==> src/verilog/cldp_defs.svh <==
/*
  constants for the closed-loop decel / pwm configuration register bank.
  assumes inclusion by bare name from the design file.
*/
// Notes on behaviour
// - five-bit decel rate field, resets zero, 1fh unlimited
// - decel rate ignored while surge protection enabled
// - decel rate used only when source select zero
// - frequency select codes 0h-ah map to khz values
// - modulation bit zero continuous, one discontinuous svm
// - surge protection enable bit, resets zero
// - dead-time compensation only while enable bit set
// - source select one uses acceleration rate instead
`ifndef CLDP_DEFS_SVH
`define CLDP_DEFS_SVH
// ----------------------------------------
// register map
// ----------------------------------------
`define CLDP_CFG_OFFSET     12'h000
`define CLDP_STAT_OFFSET    12'h004
`define CLDP_CFG_RESET      32'h0000_0000
// ----------------------------------------
// field positions of closed_loop_config_one
// ----------------------------------------
`define CLDP_RSVD_HI_MSB    31
`define CLDP_RSVD_HI_LSB    30
`define CLDP_UPPER_MSB      29
`define CLDP_UPPER_LSB      19
`define CLDP_ACC_MSB        18
`define CLDP_ACC_LSB        14
`define CLDP_SRC_BIT        13
`define CLDP_DEC_MSB        12
`define CLDP_DEC_LSB        8
`define CLDP_FREQ_MSB       7
`define CLDP_FREQ_LSB       4
`define CLDP_MODE_BIT       14
`define CLDP_SURGE_BIT      3
`define CLDP_DTC_BIT        2
`define CLDP_RSVD_BIT       1
// ----------------------------------------
// codes and status layout
// ----------------------------------------
`define CLDP_RATE_NOLIMIT   5'h1f
`define CLDP_FREQ_MAX_CODE  4'ha
`define CLDP_RATE_BLOCKED   5'h00
`define CLDP_RATE_RESET     5'h00
`define CLDP_FREQ_RESET     4'h0
`define CLDP_KHZ_RESET      7'h05
`define CLDP_STAT_RATE_LSB  0
`define CLDP_STAT_FREQ_LSB  8
`define CLDP_STAT_FLAG_LSB  16
`endif

==> src/verilog/cldp_pkg.sv <==
/*
  types for the closed-loop decel / pwm configuration register bank.
  assumes cldp_defs.svh is visible on the include path.
*/
package cldp_pkg;
  typedef enum logic {
    CLDP_SVM_CONT,
    CLDP_SVM_DISC
  } cldp_svm_t;
  typedef logic [4:0] cldp_rate_t;
  typedef logic [3:0] cldp_freq_t;
endpackage

==> src/verilog/cldp_config.sv <==
/*
  apb slave holding closed_loop_config_one and a status word, plus the
  decoded controls it feeds to the motor-control core.
  every control output is a flip-flop loaded from the decode of the next
  register image, so it moves on the same edge as the register itself.
  refused accesses (status write, unmapped address) leave cfg_reg and the controls alone; only err_reg and, on a read, rdata_reg load.
  assumes a single apb master on pclk; pready is always high.
  assumes cldp_pkg and cldp_defs.svh are compiled ahead of this file.
*/
`timescale 1ns/1ns
`include "cldp_defs.svh"
module cldp_config (
  input  wire logic                 pclk,
  input  wire logic                 presetn,
  input  wire logic                 psel,
  input  wire logic                 penable,
  input  wire logic                 pwrite,
  input  wire logic [11:0]          paddr,
  input  wire logic [31:0]          pwdata,
  input  wire logic [3:0]           pstrb,
  output logic      [31:0]          prdata,
  output logic                      pready,
  output logic                      pslverr,
  output cldp_pkg::cldp_rate_t      decel_rate_eff,
  output logic                      decel_limit_off,
  output logic                      decel_from_accel,
  output cldp_pkg::cldp_freq_t      switching_freq_sel,
  output logic      [6:0]           switching_freq_khz,
  output logic                      switching_freq_bad,
  output cldp_pkg::cldp_svm_t       svm_mode,
  output logic                      surge_protect_enable,
  output logic                      dead_time_comp_enable
);
  import cldp_pkg::*;

  // ----------------------------------------
  // code to khz lookup
  // ----------------------------------------
  function automatic logic [6:0] freq_khz(input cldp_freq_t code);
    case (code)
      4'h0:    freq_khz = 7'h05;
      4'h1:    freq_khz = 7'h0a;
      4'h2:    freq_khz = 7'h10;
      4'h3:    freq_khz = 7'h14;
      4'h4:    freq_khz = 7'h19;
      4'h5:    freq_khz = 7'h20;
      4'h6:    freq_khz = 7'h28;
      4'h7:    freq_khz = 7'h30;
      4'h8:    freq_khz = 7'h32;
      4'h9:    freq_khz = 7'h40;
      4'ha:    freq_khz = 7'h50;
      // codes above ah have no frequency
      default: freq_khz = 7'h00;
    endcase
  endfunction

  function automatic logic [31:0] merge(input logic [31:0] old,
                                        input logic [31:0] wd,
                                        input logic [3:0]  st);
    logic [31:0] r;
    r = old;
    for (int i = 0; i < 4; i++) begin
      if (st[i]) begin
        r[i*8 +: 8] = wd[i*8 +: 8];
      end
    end
    merge = r;
  endfunction

  // ----------------------------------------
  // register state
  // ----------------------------------------
  logic [31:0] cfg_reg;
  logic [31:0] cfg_next;
  logic [31:0] rdata_reg;
  logic [31:0] rdata_next;
  logic        err_reg;
  logic        err_next;
  logic [31:0] stat_word;
  logic        wr_acc;
  logic        rd_acc;
  logic        hit_cfg;
  logic        hit_stat;

  cldp_rate_t  dec_field;
  cldp_rate_t  acc_field;
  logic        src_sel;
  cldp_freq_t  freq_field;

  // ----------------------------------------
  // bus phases and address decode
  // ----------------------------------------
  assign wr_acc   = psel && penable && pwrite;
  assign rd_acc   = psel && !penable && !pwrite;

  always_comb begin
    hit_cfg  = 1'b0;
    hit_stat = 1'b0;
    if (paddr == `CLDP_CFG_OFFSET) begin
      hit_cfg = 1'b1;
    end else if (paddr == `CLDP_STAT_OFFSET) begin
      hit_stat = 1'b1;
    end
  end

  // ----------------------------------------
  // field decode
  // ----------------------------------------
  assign dec_field  = cfg_next[`CLDP_DEC_MSB:`CLDP_DEC_LSB];
  assign acc_field  = cfg_next[`CLDP_ACC_MSB:`CLDP_ACC_LSB];
  assign src_sel    = cfg_next[`CLDP_SRC_BIT];
  assign freq_field = cfg_next[`CLDP_FREQ_MSB:`CLDP_FREQ_LSB];

  // ----------------------------------------
  // configuration word
  // ----------------------------------------
  always_comb begin
    cfg_next = cfg_reg;
    if (wr_acc && hit_cfg) begin
      cfg_next = merge(cfg_reg, pwdata, pstrb);
    end
  end

  always_ff @(posedge pclk or negedge presetn) begin
    if (!presetn) begin
      cfg_reg <= `CLDP_CFG_RESET;
    end else begin
      cfg_reg <= cfg_next;
    end
  end

  // ----------------------------------------
  // slave error, judged in the setup cycle
  // ----------------------------------------
  always_comb begin
    err_next = 1'b0;
    if (psel && !penable) begin
      if (hit_cfg) begin
        err_next = 1'b0;
      end else if (hit_stat) begin
        err_next = pwrite;
      end else begin
        err_next = 1'b1;
      end
    end
  end

  always_ff @(posedge pclk or negedge presetn) begin
    if (!presetn) begin
      err_reg <= 1'b0;
    end else begin
      err_reg <= err_next;
    end
  end

  // ----------------------------------------
  // read data, captured in the setup cycle
  // ----------------------------------------
  always_comb begin
    rdata_next = rdata_reg;
    if (rd_acc) begin
      if (hit_cfg) begin
        rdata_next = cfg_reg;
      end else if (hit_stat) begin
        rdata_next = stat_word;
      end else begin
        rdata_next = 32'h0000_0000;
      end
    end
  end

  always_ff @(posedge pclk or negedge presetn) begin
    if (!presetn) begin
      rdata_reg <= 32'h0000_0000;
    end else begin
      rdata_reg <= rdata_next;
    end
  end

  // ----------------------------------------
  // decoded control outputs
  // ----------------------------------------
  cldp_rate_t  rate_pick;
  cldp_rate_t  rate_eff_reg;
  cldp_rate_t  rate_eff_next;
  logic        limit_off_reg;
  logic        limit_off_next;
  logic        from_accel_reg;
  logic        from_accel_next;
  logic        surge_reg;
  logic        surge_next;
  cldp_freq_t  freq_sel_reg;
  cldp_freq_t  freq_sel_next;
  logic [6:0]  freq_khz_reg;
  logic [6:0]  freq_khz_next;
  logic        freq_bad_reg;
  logic        freq_bad_next;
  cldp_svm_t   svm_reg;
  cldp_svm_t   svm_next;
  logic        dtc_reg;
  logic        dtc_next;

  // ----------------------------------------
  // surge protection enable
  // ----------------------------------------
  always_comb begin
    surge_next = cfg_next[`CLDP_SURGE_BIT];
  end

  always_ff @(posedge pclk or negedge presetn) begin
    if (!presetn) begin
      surge_reg <= 1'b0;
    end else begin
      surge_reg <= surge_next;
    end
  end

  // ----------------------------------------
  // effective deceleration
  // ----------------------------------------
  always_comb begin
    rate_pick = dec_field;
    if (src_sel) begin
      rate_pick = acc_field;
    end
    rate_eff_next   = rate_pick;
    limit_off_next  = 1'b0;
    from_accel_next = 1'b0;
    if (surge_next) begin
      rate_eff_next = `CLDP_RATE_BLOCKED;
    end else begin
      limit_off_next  = rate_pick == `CLDP_RATE_NOLIMIT;
      from_accel_next = src_sel;
    end
  end

  always_ff @(posedge pclk or negedge presetn) begin
    if (!presetn) begin
      rate_eff_reg   <= `CLDP_RATE_RESET;
      limit_off_reg  <= 1'b0;
      from_accel_reg <= 1'b0;
    end else begin
      rate_eff_reg   <= rate_eff_next;
      limit_off_reg  <= limit_off_next;
      from_accel_reg <= from_accel_next;
    end
  end

  // ----------------------------------------
  // pwm frequency and modulation
  // ----------------------------------------
  always_comb begin
    freq_sel_next = freq_field;
    freq_khz_next = freq_khz(freq_field);
    freq_bad_next = freq_field > `CLDP_FREQ_MAX_CODE;
    svm_next      = CLDP_SVM_CONT;
    if (cfg_next[`CLDP_MODE_BIT]) begin
      svm_next = CLDP_SVM_DISC;
    end
    dtc_next      = cfg_next[`CLDP_DTC_BIT];
  end

  always_ff @(posedge pclk or negedge presetn) begin
    if (!presetn) begin
      freq_sel_reg <= `CLDP_FREQ_RESET;
      freq_khz_reg <= `CLDP_KHZ_RESET;
      freq_bad_reg <= 1'b0;
      svm_reg      <= CLDP_SVM_CONT;
      dtc_reg      <= 1'b0;
    end else begin
      freq_sel_reg <= freq_sel_next;
      freq_khz_reg <= freq_khz_next;
      freq_bad_reg <= freq_bad_next;
      svm_reg      <= svm_next;
      dtc_reg      <= dtc_next;
    end
  end

  // ----------------------------------------
  // output drive
  // ----------------------------------------
  assign surge_protect_enable  = surge_reg;
  assign decel_rate_eff        = rate_eff_reg;
  assign decel_limit_off       = limit_off_reg;
  assign decel_from_accel      = from_accel_reg;
  assign switching_freq_sel    = freq_sel_reg;
  assign switching_freq_khz    = freq_khz_reg;
  assign switching_freq_bad    = freq_bad_reg;
  assign svm_mode              = svm_reg;
  assign dead_time_comp_enable = dtc_reg;

  always_comb begin
    stat_word = 32'h0000_0000;
    stat_word[`CLDP_STAT_RATE_LSB +: 5] = decel_rate_eff;
    stat_word[`CLDP_STAT_FREQ_LSB +: 7] = switching_freq_khz;
    stat_word[`CLDP_STAT_FLAG_LSB]      = decel_limit_off;
    stat_word[`CLDP_STAT_FLAG_LSB + 1]  = decel_from_accel;
    stat_word[`CLDP_STAT_FLAG_LSB + 2]  = switching_freq_bad;
    stat_word[`CLDP_STAT_FLAG_LSB + 3]  = surge_protect_enable;
  end

  assign prdata  = rdata_reg;
  assign pready  = 1'b1;
  assign pslverr = psel && penable && err_reg;

endmodule

==> config.mk <==
export PLATFORM = sky130hd
export DESIGN_NAME = cldp_config
export DESIGN_NICKNAME = d
export VERILOG_FILES = /design/src/verilog/cldp_pkg.sv /design/src/verilog/cldp_config.sv
export VERILOG_INCLUDE_DIRS = /design/src /design/src/verilog
export SDC_FILE = /design/constraint.sdc
export NUM_CORES = 1
export LEC_CHECK = 0
export BUFFER_PORTS_ARGS = -buffer_cell sky130_fd_sc_hd__buf_4
export CELL_PAD_IN_SITES_DETAIL_PLACEMENT = 0
export CELL_PAD_IN_SITES_GLOBAL_PLACEMENT = 1
export CORE_MARGIN = 10
export CORE_UTILIZATION = 39
export DETAILED_ROUTE_END_ITERATION = 16
export GPL_TIMING_DRIVEN = 0
export HOLD_SLACK_MARGIN = 0.15
export PLACE_DENSITY_LB_ADDON = 0.1
export SLEW_MARGIN = 0
export SYNTH_ARGS = -nofsm -noshare
export SYNTH_HDL_FRONTEND = slang
export SYNTH_SLANG_ARGS = --single-unit
export TNS_END_PERCENT = 5
==> constraint.sdc <==
create_clock -name pclk -period 2.1 [get_ports pclk]
set_clock_uncertainty 0.05 [all_clocks]
set_input_delay 0.42 -clock pclk [delete_from_list [all_inputs] [get_ports pclk]]
set_output_delay 0.42 -clock pclk [all_outputs]
set_load 0.01 [all_outputs]
==> results of run 1 <==
==> layout make-up <==
class / count / area share [%]
buffer: 19 / 2.270
clock buffer: 11 / 2.915
clock inverter: 5 / 1.161
inverter: 6 / 0.5159
multi-input combinational: 186 / 29.38
sequential: 80 / 41.32
tap: 108 / 2.786
timing repair buffer: 122 / 19.65
==> synthesized netlist by cell type, types with 3 or more instances <==
cell      count  area [um^2]
dfrtp_1      78         1952
nand2_1      35        131.4
nor2_1       35        131.4
mux2_2       27        304.0
nand3_1      18        90.09
mux2i_1      16        160.2
a221oi_1     13        113.9
clkbuf_1     12        45.04
buf_4         7        52.55
inv_1         5        18.77
and2_1        4        25.02
ha_1          4        50.05
o21ai_0       4        20.02
a22oi_1       3        22.52
and3_1        3        18.77
nand4_1       3        18.77
==> power breakdown <==
part / leakage [uW] / internal (uW) / switching, uW
clock: 0.0000993 / 581 / 552
sequential: 0.00108 / 1580 / 20.5
combinational: 0.00136 / 149 / 143
==> placed cells by master, fill, tap and decap left out, types with 2 or more instances in the layout <==
| cell | netlist | final |
|---|---|---|
| a221oi_1 | 13 | 13 |
| buf_4 | 7 | 117 |
| nand2_1 | 35 | 35 |
| inv_1 | 5 | 4 |
| clkbuf_8 | 0 | 10 |
| clkbuf_2 | 0 | 4 |
| nor3_2 | 1 | 2 |
| dfstp_2 | 2 | 2 |
| nand4_1 | 3 | 3 |
| a22oi_1 | 3 | 3 |
| clkinv_2 | 0 | 2 |
| mux2_4 | 1 | 3 |
| and2_1 | 4 | 4 |
| dfrtp_1 | 78 | 78 |
| mux2_2 | 27 | 25 |
| mux2i_1 | 16 | 10 |
| nor2_1 | 35 | 34 |
| buf_6 | 1 | 12 |
| nand3_1 | 18 | 17 |
| and3_1 | 3 | 3 |
| ha_4 | 0 | 2 |
| clkbuf_1 | 12 | 9 |
| nor4_4 | 2 | 3 |
| o21ai_0 | 4 | 3 |
| or4_4 | 1 | 3 |
| mux2i_4 | 0 | 5 |
==> worst paths after layout <==
| check | start | depth (start not counted) | end | slack (ps) |
|---|---|---|---|---|
| setup / recovery | paddr[1] | 7 | decel_limit_off | -200 |
| hold / removal | presetn | 1 | prdata[2] | 180 |
| setup reg to reg | cfg_reg[13] | 3 | decel_limit_off | 680 |
| hold reg to reg | prdata[22] | 2 | prdata[22] | 420 |
| max in group asynchronous | presetn | 1 | prdata[21] | 1140 |
| min in group pclk | penable | 2 | err_reg | 250 |
==> layer usage <==
layer	vias to the layer above	GRT usage, %	routed length (um)
li1	1280	-	-
met1	1273	18.61	4158
met2	71	23.98	4628
met3	5	6.089	789
met4	0	3.258	70
met5	-	0	0
==> kinds of logic after synthesis <==
| family | count (synthesis) | share of synthesized area [%] |
|---|---|---|
| buf+inv | 28 | 4.115 |
| simple gates | 114 | 16.72 |
| fa+ha+maj | 4 | 1.457 |
| compound gates | 23 | 5.317 |
| other cells | 1 | 0.1091 |
| mux | 44 | 13.95 |
| flops | 80 | 58.34 |
==> metrics by stage <==
stage	total power [uW]	utilization [%]	instances	setup TNS [ps]
2_1_floorplan	1721	-	294	-8802
3_3_place_gp	1921	50.85	509	-44110
3_5_place_dp	1925	50.85	509	-44370
4_1_cts	3082	55.42	534	-3687
5_1_grt	3175	56.17	537	-5165
6_report	3025	56.17	537	-1911
==> worst register-to-register path, delay by kind of cell (launching register included) <==
family           cells  cell delay, ps
muxes                2             540
DFF                  1             480
and+or+nand+nor      1             240
==> timing repair <==
| action | CTS | global route |
|---|---|---|
| setup endpoints to repair | 63 | 49 |
| hold buffers | 0 | 0 |
| pin swaps | 6 | 6 |
| gates resized for setup | 27 | 19 |
| buffers inserted | 11 | 4 |
==> results.sh, run 1 <==
export IMPL_die_area_um2=12960
export IMPL_cts_tree="done"
export IMPL_clockBufferDepth=2
export IMPL_multi_input_area_um2=1425
export IMPL_clkLatencyLatePin_ps=340
export IMPL_via_count=2629
export IMPL_grt_overflow_total=0
export IMPL_postSynthCellCount=294
export IMPL_path_clk_slew_ps=80
export IMPL_grt_pass1_vias=2799
export IMPL_seq_area_um2=2004
export IMPL_drv_cap=0
export IMPL_io_buffers=107
export IMPL_yosysSeqAreaShare_pct=58.34
export IMPL_post_route_drc_count=0
export IMPL_fin_ws_ps=-202.0
export IMPL_hold_class="in -> async"
export IMPL_place_congestion=0.7719
export IMPL_p_leak_uw=0.002543
export IMPL_initial_utilization_pct=39.79
export IMPL_grt_usage_pct=14.99
export IMPL_ir_worst_vdd_v=0.0002459
export IMPL_ys_seq_elements=80
export IMPL_ant_nets=0
export IMPL_drv_slew=0
export IMPL_die_y_um=113.9
export IMPL_p_per_area_nw_per_um2=623.6
export IMPL_syn_cell_area_um2=3436
export IMPL_required_ps=2280
export IMPL_crit_buf_inv=2
export IMPL_hold_viol=0
export IMPL_startpoint_type="primary input"
export IMPL_grt_max_degree=81
export IMPL_ys_warn_count=0
export IMPL_period_minus_slack_ps=2302
export IMPL_synth_edf_count=0
export IMPL_n_fill_cell=808
export IMPL_cts_buffers_inserted=9
export IMPL_holdWs_ps=175.4
export IMPL_period_share_pct=109.6
export IMPL_avgRoutedWirePerCell_um=17.96
export IMPL_crit_fanout=5
export IMPL_rsz0062_at_grt="true"
export IMPL_violations="setup timing"
export IMPL_status="complete, but fails checks"
export IMPL_synth_flop_cell="dfrtp_1"
export IMPL_async_flop_share_pct=100.0
export IMPL_cts_sinks=80
export IMPL_cts_htree_levels=3
export IMPL_cts_root_buf="clkbuf_8"
export IMPL_areaGrowthSynthToFinish_pct=41.19
export IMPL_setup_viol=23
export IMPL_drive_above_1_share_pct=47.32
export IMPL_stdcell_area_um2=4851
export IMPL_rows=34
export IMPL_die_x_um=113.9
export IMPL_grt_pass1_wl_mm=15.57
export IMPL_num_io_pins=109
export IMPL_ys_types=38
export IMPL_worstPathArrival_ps=2480
export IMPL_cp_end_kind="register"
export IMPL_drt_iter0_markers=82
export IMPL_firstDrtPassIters=4
export IMPL_n_antenna_cell=0
export IMPL_fmax_mhz=434.4
export IMPL_critPathSlowestCell="or4_4"
export IMPL_pre_cts_ws_ps=-1182
export IMPL_avgViaCountPerCell=4.896
export IMPL_worstPathCellList="buf_6 > or4_4 > nor4_4 > buf_4 > mux2i_4 > mux2i_1 > and4bb_1"
export IMPL_synth_nets=351
export IMPL_cp_slowest_stage_delay_ps=600
export IMPL_slew_headroom_pct=32.30
export IMPL_antenna_found_initial=0
export IMPL_nets=481
export IMPL_place_hpwl_mm=6.939
export IMPL_largest_reg_flops=32
export IMPL_syn_area_per_cell_um2=11.69
export IMPL_tightest_slew_ps=1016
export IMPL_place_area_um2=4392
export IMPL_path_class="in -> reg"
export IMPL_cp_top_family="simple AND/OR/NAND/NOR gates"
export IMPL_finalWirelength_mm=9.647
export IMPL_core_area_um2=8636
Power figures use the tool's default switching activity.
==> inputs of run 2 (changes only) <==
RECOVER_POWER = 100   (was unset)
==> results.sh, run 2 (synthesized netlist as in run 1, its figures left out) <==
export IMPL_status="complete, but fails checks"
export IMPL_violations="capacitance limit, slew limit, setup timing"
export IMPL_place_inst=509
export IMPL_clockBufferDepth=2
export IMPL_grt_overflow_total=0
export IMPL_fin_ws_ps=-195.8
export IMPL_grt_pass1_vias=2799
export IMPL_crit_fanout=5
export IMPL_p_leak_uw=0.002334
export IMPL_areaGrowthSynthToFinish_pct=35.65
export IMPL_n_antenna_cell=0
export IMPL_pre_cts_ws_ps=-1182
export IMPL_cp_slowest_stage_delay_ps=590
export IMPL_slew_headroom_pct=-32.70
export IMPL_holdWs_ps=251.7
export IMPL_core_area_um2=8636
export IMPL_drt_iter0_markers=87
export IMPL_nets=481
export IMPL_finalWirelength_mm=9.657
export IMPL_fmax_mhz=435.6
export IMPL_drv_cap=1
export IMPL_cts_root_buf="clkbuf_8"
export IMPL_die_x_um=113.9
export IMPL_worstPathArrival_ps=2520
export IMPL_rsz0062_at_grt="true"
export IMPL_finalPower_uw=2997
export IMPL_setup_viol=22
export IMPL_die_area_um2=12960
export IMPL_grt_max_degree=81
export IMPL_post_route_drc_count=0
export IMPL_clockPowerShare_pct=38.0
export IMPL_initial_utilization_pct=39.79
export IMPL_tightest_slew_ps=1991
export IMPL_swShare_pct=24.02
export IMPL_drv_slew=81
export IMPL_cp_top_family="simple AND/OR/NAND/NOR gates"
export IMPL_critPathSlowestCell="or4_4"
export IMPL_p_switching_uw=719.8
export IMPL_period_minus_slack_ps=2296
export IMPL_cts_buffers_inserted=9
export IMPL_grt_pass1_wl_mm=15.57
export IMPL_cts_htree_levels=3
export IMPL_path_class="in -> reg"
export IMPL_intPower_uw=2277
export IMPL_cts_sinks=80
export IMPL_place_congestion=0.7719
export IMPL_period_share_pct=109.3
export IMPL_power_frac_comb_pct=8.7
export IMPL_clkLatencyLatePin_ps=340
export IMPL_p_per_area_nw_per_um2=643.0
export IMPL_worstPathCellList="buf_6 > or4_4 > nor4_4 > buf_6 > mux2i_4 > ha_4 > or3_4 > o21ai_2"
export IMPL_layout_commonest_cell="dfrtp_1"
export IMPL_grt_usage_pct=14.99
export IMPL_hold_class="in -> reg"
export IMPL_cts_tree="done"
export IMPL_ir_worst_vdd_v=0.0002472
export IMPL_firstDrtPassIters=4
export IMPL_cpMostUsedCell="buf_6"
export IMPL_finalSetupTns_ps=-1829
export IMPL_path_clk_slew_ps=80
export IMPL_required_ps=2320
export IMPL_cp_end_kind="register"
export IMPL_drive_above_1_share_pct=35.20
export IMPL_avgRoutedWirePerCell_um=17.98
export IMPL_antenna_found_initial=0
export IMPL_num_io_pins=109
export IMPL_place_hpwl_mm=6.939
export IMPL_largest_reg_flops=32
export IMPL_rows=34
export IMPL_via_count=2641
export IMPL_io_buffers=107
export IMPL_crit_buf_inv=2
export IMPL_avgViaCountPerCell=4.918
export IMPL_cts_hold_repair_buffers=0
export IMPL_ant_nets=0
export IMPL_hold_viol=0
export IMPL_instances_no_fill=537
export IMPL_startpoint_type="primary input"
export IMPL_seqPwrFrac_pct=53.4
export IMPL_layout_common_cells="78 x dfrtp_1, 63 x buf_4, 59 x clkbuf_1, 35 x nand2_1, 34 x nor2_1"
export IMPL_die_y_um=113.9
run 2: changes by cell type in the layout (fill, tap and decap cells not counted), sizes merged:
cell	change
buf	-54
clkbuf	+54
run 2: layer usage:
| metal | part of all wire, % | wire [um] | global-route usage, % | up-vias |
|---|---|---|---|---|
| met2 | 48 | 4603 | 23.98 | 74 |
| met3 | 8.5 | 822 | 6.089 | 5 |
| met1 | 43 | 4160 | 18.61 | 1282 |
| li1 | - | - | - | 1280 |
| met5 | 0 | 0 | 0 | - |
| met4 | 0.72 | 70 | 3.258 | 0 |
run 2: path summary, 6_finish.rpt:
kind	from	end	depth (start not counted)	slack (ps)
worst max-delay path	paddr[9]	switching_freq_khz[4]	8	-200
min in group asynchronous	presetn	prdata[2]	1	560
worst min-delay path	penable	err_reg	2	250
worst min register to register	prdata[22]	prdata[22]	2	420
worst max register to register	cfg_reg[13]	decel_limit_off	3	680
max in group asynchronous	presetn	prdata[21]	1	240
run 2: what timing repair did:
action	in CTS	in global routing
pin swaps	6	6
setup buffers	11	4
resized for setup	27	19
endpoints found under the setup margin	63	49
run 2: area by class of cell:
class / instances / area, um^2
clock buffer: 11 / 141.4
buffer: 19 / 110.1
inverter: 6 / 25.02
clock inverter: 5 / 56.30
multi-input combinational: 186 / 1425
tap: 108 / 135.1
sequential: 80 / 2004
fill: 845 / 3975
timing repair buffer: 122 / 763.2
run 2: power by group through the flow:
stage | clock, uW | combinational, uW | sequential, uW
3_3_place_gp | 0 | 291 | 1630
2_1_floorplan | 0 | 70.8 | 1650
3_5_place_dp | 0 | 293 | 1630
5_1_grt | 1250 | 290 | 1600
6_report | 1140 | 259 | 1600
4_1_cts | 1180 | 300 | 1600
run 2: metrics by stage:
stage | instance area (um^2) | utilization, %
floorplan | 3453 | -
global placement | 4392 | 50.85
detailed placement | 4392 | 50.85
CTS | 4786 | 55.42
global route | 4661 | 53.97
finish | 4661 | 53.97
==> inputs of run 3 (changes only) <==
==> constraint.sdc (replaced) <==
create_clock -name pclk -period 2.1 [get_ports pclk]
set_clock_uncertainty 0.05 [all_clocks]
set_input_delay 0.21 -clock pclk [delete_from_list [all_inputs] [get_ports pclk]]
set_output_delay 0.21 -clock pclk [all_outputs]
set_load 0.01 [all_outputs]
==> results.sh, run 3 (synthesized netlist as in run 1, its figures left out) <==
export IMPL_p_per_area_nw_per_um2=619.2
export IMPL_areaGrowthSynthToFinish_pct=43.48
export IMPL_critPathSlowestCell="or4_4"
export IMPL_r2r_start="switching_freq_sel[1]"
export IMPL_cpMostUsedCell="buf_6"
export IMPL_clkLatencyLatePin_ps=340
export IMPL_layout_common_cells="78 x dfrtp_1, 73 x buf_4, 58 x clkbuf_1, 35 x nor2_1, 35 x nand2_1"
export IMPL_period_share_pct=105.5
export IMPL_io_buffers=107
export IMPL_place_congestion=0.7719
export IMPL_crit_cells=9
export IMPL_cts_sinks=80
export IMPL_place_hpwl_mm=6.939
export IMPL_place_area_um2=4392
export IMPL_p_leak_uw=0.002466
export IMPL_core_area_um2=8636
export IMPL_ir_worst_vdd_v=0.0002490
export IMPL_grt_usage_pct=14.91
export IMPL_rows=34
export IMPL_required_ps=2330
export IMPL_stdcell_area_um2=4930
export IMPL_hold_class="in -> reg"
export IMPL_avgRoutedWirePerCell_um=17.27
export IMPL_clockPowerShare_pct=37.5
export IMPL_cts_root_buf="clkbuf_8"
export IMPL_cp_endpoint="switching_freq_khz[4]"
export IMPL_tightest_slew_ps=1092
export IMPL_largest_reg_flops=32
export IMPL_drv_slew=0
export IMPL_slew_headroom_pct=27.20
export IMPL_ant_nets=0
export IMPL_drv_cap=0
export IMPL_worstPathArrival_ps=2440
export IMPL_n_fill_cell=829
export IMPL_grt_pass1_wl_mm=15.55
export IMPL_clockBufferDepth=2
export IMPL_drive_above_1_share_pct=31.32
export IMPL_initial_utilization_pct=39.79
export IMPL_path_class="in -> reg"
export IMPL_cp_end_kind="register"
export IMPL_layout_commonest_cell="dfrtp_1"
export IMPL_status="complete, but fails checks"
export IMPL_rsz0062_at_grt="true"
export IMPL_die_y_um=113.9
export IMPL_num_io_pins=109
export IMPL_die_area_um2=12960
export IMPL_firstDrtPassIters=4
export IMPL_crit_fanout=5
export IMPL_avgViaCountPerCell=4.837
export IMPL_hold_viol=0
export IMPL_grt_overflow_total=0
export IMPL_drt_iter0_markers=100
export IMPL_fin_ws_ps=-115.8
export IMPL_cts_htree_levels=3
export IMPL_intPower_uw=2316
export IMPL_via_count=2762
export IMPL_crit_buf_inv=3
export IMPL_p_switching_uw=736.6
export IMPL_post_route_drc_count=0
export IMPL_finalSetupTns_ps=-338.5
export IMPL_cp_slowest_stage_delay_ps=520
export IMPL_cp_top_family="simple AND/OR/NAND/NOR gates"
export IMPL_n_antenna_cell=0
export IMPL_violations="setup timing"
export IMPL_nets=515
export IMPL_grt_pass1_vias=2874
export IMPL_fmax_mhz=451.3
export IMPL_period_minus_slack_ps=2216
export IMPL_critPathLaunch="paddr[9]"
export IMPL_reg2reg_slack_ps=640
export IMPL_setup_viol=5
export IMPL_cts_buffers_inserted=9
export IMPL_grt_max_degree=81
export IMPL_cts_tree="done"
export IMPL_ff2ff_path_depth=4
export IMPL_worstPathCellList="buf_4 > or4_4 > buf_6 > nor4_4 > buf_6 > mux2i_4 > ha_4 > or3_1 > o21ai_2"
export IMPL_swShare_pct=24.13
export IMPL_die_x_um=113.9
export IMPL_seqPwrFrac_pct=52.4
export IMPL_reg2reg_to="switching_freq_khz[4]"
export IMPL_power_frac_comb_pct=10.1
export IMPL_finalWirelength_mm=9.861
export IMPL_startpoint_type="primary input"
export IMPL_path_clk_slew_ps=80
export IMPL_antenna_found_initial=0
[run 3: changes by cell type in the layout (fill, tap and decap cells not counted), sizes merged]
cell | previous run | this run
dlygate4sd3 | 0 | 33
buf | 75 | 78
clkbuf | 77 | 75
clkinv | 3 | 4
inv | 6 | 5
[run 3: power groups by stage]
stage | registers, uW | logic [uW] | clock network, uW
6_report | 1600 | 308 | 1140
5_1_grt | 1600 | 341 | 1250
4_1_cts | 1600 | 343 | 1180
3_5_place_dp | 1630 | 293 | 0
3_3_place_gp | 1630 | 291 | 0
2_1_floorplan | 1650 | 70.8 | 0
[run 3: worst reg2reg max path, stage by stage, from the launching register on]
cell     delay (ps)
dfrtp_1         450
mux2i_4         260
ha_4            250
or3_1           320
o21ai_2          60
[run 3: area by class of cell]
| class | instances | area (um^2) | share of cell area (%) |
|---|---|---|---|
| buffer | 22 | 140.1 | 2.843 |
| clock buffer | 11 | 141.4 | 2.868 |
| clock inverter | 5 | 56.30 | 1.142 |
| inverter | 6 | 23.77 | 0.4822 |
| multi-input combinational | 186 | 1378 | 27.94 |
| sequential | 80 | 2004 | 40.66 |
| tap | 108 | 135.1 | 2.741 |
| timing repair buffer | 153 | 1051 | 21.32 |
[run 3: how the worst min path moves through the flow]
stage | startpoint | slack [ps] | cells past startpoint | to
detailed placement | penable | 390 | 2 | err_reg
global placement | penable | 390 | 2 | err_reg
CTS | pwrite | 150 | 3 | err_reg
floorplan | presetn | -140 | 0 | cfg_reg[0]
global route | pwdata[6] | 160 | 3 | switching_freq_sel[2]
finish | pwdata[6] | 170 | 3 | switching_freq_sel[2]
[run 3: stage by stage]
step | power, uW | cells | hold slack, ps | util, % | setup WS (ps)
global placement | 1921 | 509 | 385.4 | 50.85 | -985.0
CTS | 3124 | 559 | 152.5 | 57.53 | -125.4
finish | 3052 | 571 | 168.8 | 57.08 | -115.8
detailed placement | 1925 | 509 | 392.7 | 50.85 | -972.1
floorplan | 1721 | 294 | -135.6 | - | -503.6
global route | 3191 | 571 | 163.3 | 57.08 | -171.5
[run 3: metal layers]
| metal | global-route usage [%] | routed length, um | up-vias |
|---|---|---|---|
| li1 | - | - | 1341 |
| met1 | 18.70 | 4296 | 1345 |
| met2 | 23.75 | 4710 | 70 |
| met3 | 5.879 | 782 | 6 |
| met4 | 3.258 | 71 | 0 |
| met5 | 0 | 0 | - |
[run 3: what timing repair did]
action                                  4_1_cts  5_1_grt
endpoints found under the hold margin       107        2
gates resized for setup                      10       13
hold buffers                                 31        2
pin swaps                                     2        1
buffers inserted                              3       10
endpoints found under the setup margin       37       30
